==> config.mk <==
export PLATFORM = sky130hd
export DESIGN_NAME = sfpo_port_select
export DESIGN_NICKNAME = d
export VERILOG_FILES = /design/src/pkg/sfpo_pkg.sv /design/src/rtl/sfpo_port_select.sv
export SDC_FILE = /design/constraint.sdc
export NUM_CORES = 1
export LEC_CHECK = 0
export ABC_AREA = 0
export BUFFER_PORTS_ARGS = -buffer_cell sky130_fd_sc_hd__buf_2
export CAP_MARGIN = 5
export CORE_ASPECT_RATIO = 0.75
export CORE_UTILIZATION = 30
export CTS_CLUSTER_DIAMETER = 30
export DETAILED_ROUTE_END_ITERATION = 8
export HOLD_SLACK_MARGIN = 0.02
export PLACE_DENSITY_LB_ADDON = 0.05
export SLEW_MARGIN = 5
export SYNTH_ARGS = -nofsm -noshare
export SYNTH_HDL_FRONTEND = slang
export SYNTH_SLANG_ARGS = --single-unit
export TNS_END_PERCENT = 1
==> constraint.sdc <==
create_clock -name clock -period 2.5 [get_ports clock]
set_input_delay 0.25 -clock clock [delete_from_list [all_inputs] [get_ports clock]]
set_output_delay 0.25 -clock clock [all_outputs]
set_load 0.05 [all_outputs]
==> src/pkg/sfpo_pkg.sv <==
// Purpose: constants and carriers for the fast port output select block
// Assumes: 8-bit special-function bus and 24-bit hub bus, both on clock
// Notes:   channel order is ports 0,1,2,3,4,5,6,12,15
package sfpo_pkg;

  localparam int NUM_PORTS = 9;
  localparam int PIN_COUNT = 8;

  // port number behind each channel
  localparam logic [3:0] PORT_NUMBER [NUM_PORTS] = '{
    4'h0, 4'h1, 4'h2, 4'h3, 4'h4, 4'h5, 4'h6, 4'hc, 4'hf};

  // special-function addresses per channel
  localparam logic [7:0] SFR_VALUE_ADDR [NUM_PORTS] = '{
    8'h80, 8'h90, 8'h98, 8'hb0, 8'hc0, 8'hc8, 8'hd8, 8'he8, 8'hf8};
  localparam logic [7:0] SFR_LEVEL_ADDR [NUM_PORTS] = '{
    8'h89, 8'h91, 8'h99, 8'hb1, 8'hc1, 8'hc9, 8'hd9, 8'he9, 8'hf9};
  localparam logic [7:0] SFR_OWNER_ADDR [NUM_PORTS] = '{
    8'h8a, 8'ha2, 8'h9a, 8'hb2, 8'hc2, 8'hca, 8'hda, 8'hf2, 8'hfa};

  // hub window for port control
  localparam logic [23:0] HUB_BASE_ADDR  = 24'h005000;
  localparam logic [23:0] HUB_LAST_ADDR  = 24'h0051ff;
  localparam logic [23:0] HUB_PORT_STRIDE = 24'h000010;
  localparam logic [3:0]  HUB_VALUE_OFS  = 4'h0;
  localparam logic [3:0]  HUB_OWNER_OFS  = 4'h1;
  localparam logic [3:0]  HUB_LEVEL_OFS  = 4'h2;

  // reset values
  localparam logic [7:0] VALUE_RESET = 8'h00;
  localparam logic [7:0] OWNER_RESET = 8'h00;
  localparam logic [7:0] READ_IDLE   = 8'h00;

  typedef struct packed {
    logic [7:0] addr;
    logic [7:0] wdata;
    logic       wr;
    logic       rd;
  } sfpo_sfr_req_t;

  typedef struct packed {
    logic [23:0] addr;
    logic [7:0]  wdata;
    logic        wr;
    logic        rd;
  } sfpo_hub_req_t;

endpackage : sfpo_pkg

==> src/rtl/sfpo_port_select.sv <==
// Purpose: fast special-function path and hub path to the I/O port outputs
// Assumes: requests last one cycle; pins sampled synchronous to clock
// Notes:   read data lags one cycle behind its cause, pin outputs two cycles
//          pin-state reads sample the pads at the request edge
`timescale 1ns/100ps

// Overview of operation
// - ports 0-6, 12 and 15 each get value, owner and pin-level registers
// - writing the fast value register stores the requested pin output states
// - owner bit set: pin y driven from fast value bit y
// - owner bit clear: pin y follows hub-side value bit y of that port
// - pin-level register is read-only, returns pin levels, writes ignored
// - fast path reaches fast value, owner and level; hub reaches hub-side value, owner and level
// - hub port registers decode inside 0x005000 to 0x0051ff
module sfpo_port_select
  import sfpo_pkg::*;
(
  // clock and reset
  input  wire logic                 clock,
  input  wire logic                 reset_n,
  // special-function bus from the cpu core
  input  wire sfpo_sfr_req_t        sfr_req,
  output logic [7:0]                sfr_rdata,
  output logic                      sfr_hit,
  // peripheral hub bus
  input  wire sfpo_hub_req_t        hub_req,
  output logic [7:0]                hub_rdata,
  output logic                      hub_hit,
  // port pins
  input  wire logic [NUM_PORTS-1:0][PIN_COUNT-1:0] pin_level,
  output logic [NUM_PORTS-1:0][PIN_COUNT-1:0]      pin_out
);

  // register state, one byte per channel
  logic [NUM_PORTS-1:0][7:0] fast_port_output_value;
  logic [NUM_PORTS-1:0][7:0] fast_port_output_owner;
  logic [NUM_PORTS-1:0][7:0] hub_port_output_value;

  // per-channel read terms and address matches
  logic [NUM_PORTS-1:0][7:0] sfr_read_term;
  logic [NUM_PORTS-1:0][7:0] hub_read_term;
  logic [NUM_PORTS-1:0]      sfr_sel;
  logic [NUM_PORTS-1:0]      hub_sel;

  // merged read data and bus qualifiers
  logic [7:0]                next_sfr_rdata;
  logic [7:0]                next_hub_rdata;
  logic                      sfr_access;
  logic                      hub_access;
  logic                      hub_in_window;

  // a write is an access too, so hit also pulses for writes
  assign sfr_access = sfr_req.rd || sfr_req.wr;
  assign hub_access = hub_req.rd || hub_req.wr;

  // every mapped port sits inside the window today; the test keeps a
  // wider stride or a new port number from answering outside it
  assign hub_in_window = (hub_req.addr >= HUB_BASE_ADDR) &&
                         (hub_req.addr <= HUB_LAST_ADDR);

  genvar ch;
  generate
    for (ch = 0; ch < NUM_PORTS; ch++) begin : g_port
      // decoded addresses, matches and write strobes
      logic [23:0] port_base;
      logic [23:0] hub_value_addr;
      logic [23:0] hub_owner_addr;
      logic [23:0] hub_level_addr;
      logic        sfr_value_hit;
      logic        sfr_owner_hit;
      logic        sfr_level_hit;
      logic        hub_value_hit;
      logic        hub_owner_hit;
      logic        hub_level_hit;

      logic        sfr_value_wr;
      logic        sfr_owner_wr;
      logic        hub_value_wr;
      logic        hub_owner_wr;

      assign port_base      = HUB_BASE_ADDR + 24'(PORT_NUMBER[ch]) * HUB_PORT_STRIDE;
      assign hub_value_addr = port_base + 24'(HUB_VALUE_OFS);
      assign hub_owner_addr = port_base + 24'(HUB_OWNER_OFS);
      assign hub_level_addr = port_base + 24'(HUB_LEVEL_OFS);

      assign sfr_value_hit = (sfr_req.addr == SFR_VALUE_ADDR[ch]);
      assign sfr_owner_hit = (sfr_req.addr == SFR_OWNER_ADDR[ch]);
      assign sfr_level_hit = (sfr_req.addr == SFR_LEVEL_ADDR[ch]);
      assign hub_value_hit = hub_in_window && (hub_req.addr == hub_value_addr);
      assign hub_owner_hit = hub_in_window && (hub_req.addr == hub_owner_addr);
      assign hub_level_hit = hub_in_window && (hub_req.addr == hub_level_addr);

      assign sfr_sel[ch] = sfr_value_hit || sfr_owner_hit || sfr_level_hit;
      assign hub_sel[ch] = hub_value_hit || hub_owner_hit || hub_level_hit;

      // level addresses get no write strobe, so writes there change nothing
      assign sfr_value_wr = sfr_req.wr && sfr_value_hit;
      assign sfr_owner_wr = sfr_req.wr && sfr_owner_hit;
      assign hub_value_wr = hub_req.wr && hub_value_hit;
      assign hub_owner_wr = hub_req.wr && hub_owner_hit;

      // fast value: written only over the special-function bus
      always_ff @(posedge clock) begin
        if (!reset_n) begin
          fast_port_output_value[ch] <= VALUE_RESET;
        end else if (sfr_value_wr) begin
          fast_port_output_value[ch] <= sfr_req.wdata;
        end
      end

      // owner reachable from both sides; fast side wins a same-cycle clash
      // a hub owner write lost in such a clash is not flagged anywhere
      always_ff @(posedge clock) begin
        if (!reset_n) begin
          fast_port_output_owner[ch] <= OWNER_RESET;
        end else if (sfr_owner_wr) begin
          fast_port_output_owner[ch] <= sfr_req.wdata;
        end else if (hub_owner_wr) begin
          fast_port_output_owner[ch] <= hub_req.wdata;
        end
      end

      // hub-side value, only the hub can write it
      always_ff @(posedge clock) begin
        if (!reset_n) begin
          hub_port_output_value[ch] <= VALUE_RESET;
        end else if (hub_value_wr) begin
          hub_port_output_value[ch] <= hub_req.wdata;
        end
      end

      // per-pin steering, registered so outputs come from flops
      // pins move two cycles after the write; the flop keeps them glitch-free
      for (genvar y = 0; y < PIN_COUNT; y++) begin : g_pin
        always_ff @(posedge clock) begin
          if (!reset_n) begin
            pin_out[ch][y] <= 1'b0;
          end else if (fast_port_output_owner[ch][y]) begin
            pin_out[ch][y] <= fast_port_output_value[ch][y];
          end else begin
            pin_out[ch][y] <= hub_port_output_value[ch][y];
          end
        end
      end

      // level register has no write path at all
      always_comb begin
        sfr_read_term[ch] = READ_IDLE;
        if (sfr_value_hit) begin
          sfr_read_term[ch] = fast_port_output_value[ch];
        end else if (sfr_owner_hit) begin
          sfr_read_term[ch] = fast_port_output_owner[ch];
        end else if (sfr_level_hit) begin
          sfr_read_term[ch] = pin_level[ch];
        end
      end

      always_comb begin
        hub_read_term[ch] = READ_IDLE;
        if (hub_value_hit) begin
          hub_read_term[ch] = hub_port_output_value[ch];
        end else if (hub_owner_hit) begin
          hub_read_term[ch] = fast_port_output_owner[ch];
        end else if (hub_level_hit) begin
          hub_read_term[ch] = pin_level[ch];
        end
      end
    end
  endgenerate

  // addresses are unique, so an or of the per-port terms is the mux
  // zero is the idle term, so unmapped reads fall out as zero
  always_comb begin
    next_sfr_rdata = READ_IDLE;
    for (int i = 0; i < NUM_PORTS; i++) begin
      next_sfr_rdata = next_sfr_rdata | sfr_read_term[i];
    end
  end

  always_comb begin
    next_hub_rdata = READ_IDLE;
    for (int i = 0; i < NUM_PORTS; i++) begin
      next_hub_rdata = next_hub_rdata | hub_read_term[i];
    end
  end

  // read answers; unmapped addresses give zero and no hit
  always_ff @(posedge clock) begin
    if (!reset_n) begin
      sfr_rdata <= READ_IDLE;
    end else begin
      sfr_rdata <= sfr_req.rd ? next_sfr_rdata : READ_IDLE;
    end
  end

  always_ff @(posedge clock) begin
    if (!reset_n) begin
      sfr_hit <= 1'b0;
    end else begin
      sfr_hit <= sfr_access && (|sfr_sel);
    end
  end

  // hub answers keep the same one-cycle timing as the fast path
  always_ff @(posedge clock) begin
    if (!reset_n) begin
      hub_rdata <= READ_IDLE;
    end else begin
      hub_rdata <= hub_req.rd ? next_hub_rdata : READ_IDLE;
    end
  end

  always_ff @(posedge clock) begin
    if (!reset_n) begin
      hub_hit <= 1'b0;
    end else begin
      hub_hit <= hub_access && (|hub_sel);
    end
  end

endmodule : sfpo_port_select

==> metrics <==
Hold Path Stages=2; FF/Latch Area=a little over 6000 um^2; worst r2r dst=hub_rdata[5]$_SDFF_PN0_; setup slack after layout=-0.0681 ns; Setup crit start kind=input port; Hold Crit Class=in2reg; post-synthesis sequential area ratio=0.387; Yosys reg bits=306; pre-CTS setup slack=-0.400 ns; unrepaired setup endpoints after global routing=no; Largest stage delay, worst path=between 0.8 and 0.9 ns; endpoints failing setup=1; Ys Warns=0; commonest cells after routing, fill and taps aside=306 x dfxtp_1, 264 x nand2_1, 214 x buf_2; met2 usage in global routing=0.542; Pins Over Slew Limit=0; Final Hold Fails=0; total CTS buffers=77; Reg clk slew, reported paths=0.04 ns; ratio of cells with drive above 1 in the final layout=0.279; Worst-Margin Slew=around 0.93 ns; DRT antenna net count=0; PD cells=766 nW/um^2; Fmax achieved=0.389 GHz; Top FF cell, synth=dfxtp_1; Via density=between 5 and 6; most frequent CP cell=buf_12; GR Util met1=0.555; critical path fanouts, max=13; initial antenna violation count=6; hold_sp=reset_n; synthesis-to-layout area growth=39.9%; most common cell after layout, fill and taps aside=dfxtp_1; CORE AREA=51,800 um^2; cell count of the worst reg-to-reg path=7; cell chain of the critical path=buf_2 -> buf_12 -> nor4bb_4 -> buf_12 -> buf_4 -> a222oi_1 -> o21ai_0 -> a2111oi_0 -> a21oi_1; Tcrit/Tclk final=1.03; Worst-Skew Late Latency=0.64 ns; Initial Utilization=0.306; global routing's busiest layer=met1; cells after synthesis=1,824; final hold slack=between 0.04 and 0.05 ns; grt ovf=0; Cell Area, Synth=15,800 um^2; largest net degree at the start of global routing=99; vias in the first global route=between 15,000 and 20,000; final net count=2,316; Ports=between 200 and 250; Synth cell types=75; Die Height=201 um; crit path capture type=flop; number of DRC violations after detailed-routing iteration 0=~2,500; Avg Cell Area, Syn=between 8 and 9 um^2; RD Place Congestion=~1.1; status=finished, violations left; EDFF count, synth=0; failing checks=setup timing; Worst path slowest cell=a2111oi_0; Max VDD drop=508 uV; fin crit period=between 2 and 3 ns; CP Class=in2reg; routed vias=17,400; CTS Buffer Depth=3; Max Cap Viol=0; syn_nets=1,950; Clock H-tree levels=3; FP Rows=72; Critical Path AT=approximately 3.0 ns; clock tree root driver cell=clkbuf_16; R2R setup slack=0.32 ns; Post-CTS Setup Bufs=0; DIE AREA=53,700 um^2; asr flop ratio synth=0; Slew HR=0.364; R2R Path Start=fast_port_output_owner[45]$_SDFFE_PN0P_; Fin Clk Skew=0.0523 ns; # DRC=0; routed length per instance=35.3 um; Filler cells=between 5,000 and 6,000; Leak=roughly 8.8 nW; grt met3 use=0.0856; drt total wl=104,000 um; PortBufs=215; total track usage=0.384; CTS sink cnt=306; dpl hpwl=a little over 80,000 um; CTS tree=yes; first-pass GRT wire length=141,000 um; Die Wd=around 270 um; area of the multi-input gates=9140 um^2; Hold Path End=pin_out[64]$_SDFF_PN0_; detailed-router iteration count before antenna repair=8; Worst Path Required=2.94 ns
-- where the power goes --
group	switching (W)	total [W]	leakage (nW)	internal, W
Sequential	0.0000112	0.00491	2.46	0.00490
Clock	0.00341	0.0110	1.37	0.00757
Combinational	0.000726	0.00108	4.94	0.000349
-- critical path, delay by kind of cell --
| family | cells | cell delay [ns] |
|---|---|---|
| AOI/OAI and AO/OA | 4 | 1.94 |
| and+or+nand+nor | 1 | 0.15 |
| buffers and inverters | 4 | 0.66 |
-- layout make-up --
class / instances / area share
inverters: 5 / 0.000847
clock buffers: 98 / 0.0951
clock inverters: 44 / 0.0350
repair buffers: 445 / 0.140
well taps: 703 / 0.0397
diodes: 2 / 0.000226
multi-input cells: 1355 / 0.412
flip-flops and latches: 306 / 0.277
-- Yosys cell counts, types with 4 or more instances --
master     number  share of area
a2111oi_0       4         0.0022
a21boi_0      105          0.050
a21boi_1        7         0.0033
a21oi_1        92          0.029
a221o_1         6         0.0038
a221oi_1       13         0.0072
a222oi_1       15         0.0095
a22o_1         17         0.0094
a22oi_1        95          0.045
a31oi_1        15         0.0059
a32o_1         12         0.0076
a32oi_1        11         0.0061
and2_1          9         0.0036
and3_1         11         0.0043
and4b_1         4         0.0025
buf_1          12         0.0028
buf_2          35          0.011
clkbuf_1      108          0.026
dfxtp_1       306           0.39
inv_1           5         0.0012
mux2_2          8         0.0057
mux2i_1       193           0.12
nand2_1       264          0.063
nand2b_1        6         0.0024
nand3_1        60          0.019
nand3b_1        6         0.0028
nand4_1         8         0.0032
nand4_2         8         0.0063
nand4bb_1       5         0.0036
nor2_1         42          0.010
nor2_2          4         0.0016
nor2b_1       112          0.044
nor3_1          8         0.0025
nor4_1          9         0.0036
nor4b_1         8         0.0044
nor4bb_1        8         0.0051
o211a_1         8         0.0051
o211ai_1        5         0.0024
o21ai_0        97          0.031
o221ai_1        4         0.0022
o22ai_1        18         0.0071
o31ai_1         5         0.0024
-- state kept, by name (all words and copies together), names as in the netlist --
name	flops
fast_port_output_owner	72
fast_port_output_value	72
hub_port_output_value	72
pin_out	72
hub_rdata	8
sfr_rdata	8
hub_hit	1
sfr_hit	1
-- metrics by stage --
| stage | TNS [ns] | cells | instance area (um^2) | util | power (W) |
|---|---|---|---|---|---|
| after detailed placement | -1.90 | 2812 | 19200 | 0.371 | 0.00603 |
| after global placement | -2.13 | 2812 | 19200 | 0.371 | 0.00603 |
| final | -0.0681 | 2958 | 22100 | 0.428 | 0.0170 |
| after floorplan | 0 | 1824 | 15800 | - | 0.00540 |
| after CTS | 0 | 2956 | 22100 | 0.427 | 0.0170 |
| after global routing | 0 | 2956 | 22100 | 0.427 | 0.0173 |
-- repair_timing --
item,in CTS,in global routing
hold buffers,2,0
gates resized for setup,0,0
hold endpoints to repair,2,0
-- how the worst max path moves through the flow --
| stage | from | endpoint | slack [ns] |
|---|---|---|---|
| finish | sfr_req[14] | sfr_rdata[3]$_SDFF_PN0_ | -0.07 |
| global route | sfr_req[15] | sfr_rdata[3]$_SDFF_PN0_ | 0.04 |
| CTS | sfr_req[14] | sfr_rdata[3]$_SDFF_PN0_ | 0.21 |
| detailed placement | sfr_req[15] | sfr_rdata[3]$_SDFF_PN0_ | -0.40 |
| global placement | sfr_req[14] | sfr_rdata[3]$_SDFF_PN0_ | -0.59 |
| floorplan | hub_req[29] | hub_rdata[1]$_SDFF_PN0_ | 0.34 |
-- logic make-up after synthesis --
logic type / after synthesis / synth area share
buffers and inverters: 163 / 0.0426
XOR/XNOR: 1 / 0.000553
AO/OA/AOI/OAI: 546 / 0.239
multiplexers: 201 / 0.128
AND/OR/NAND/NOR: 607 / 0.204
flip-flops: 306 / 0.387
-- per-layer routing --
metal / share of wire / vias up / wire length (um)
li1: - / 7491 / -
met4: 0.044 / 4 / 4550
met1: 0.45 / 8594 / 46600
met3: 0.10 / 223 / 10800
met2: 0.41 / 1104 / 42500
met5: 0.00022 / - / 23
(Power assumes the default switching activity.)
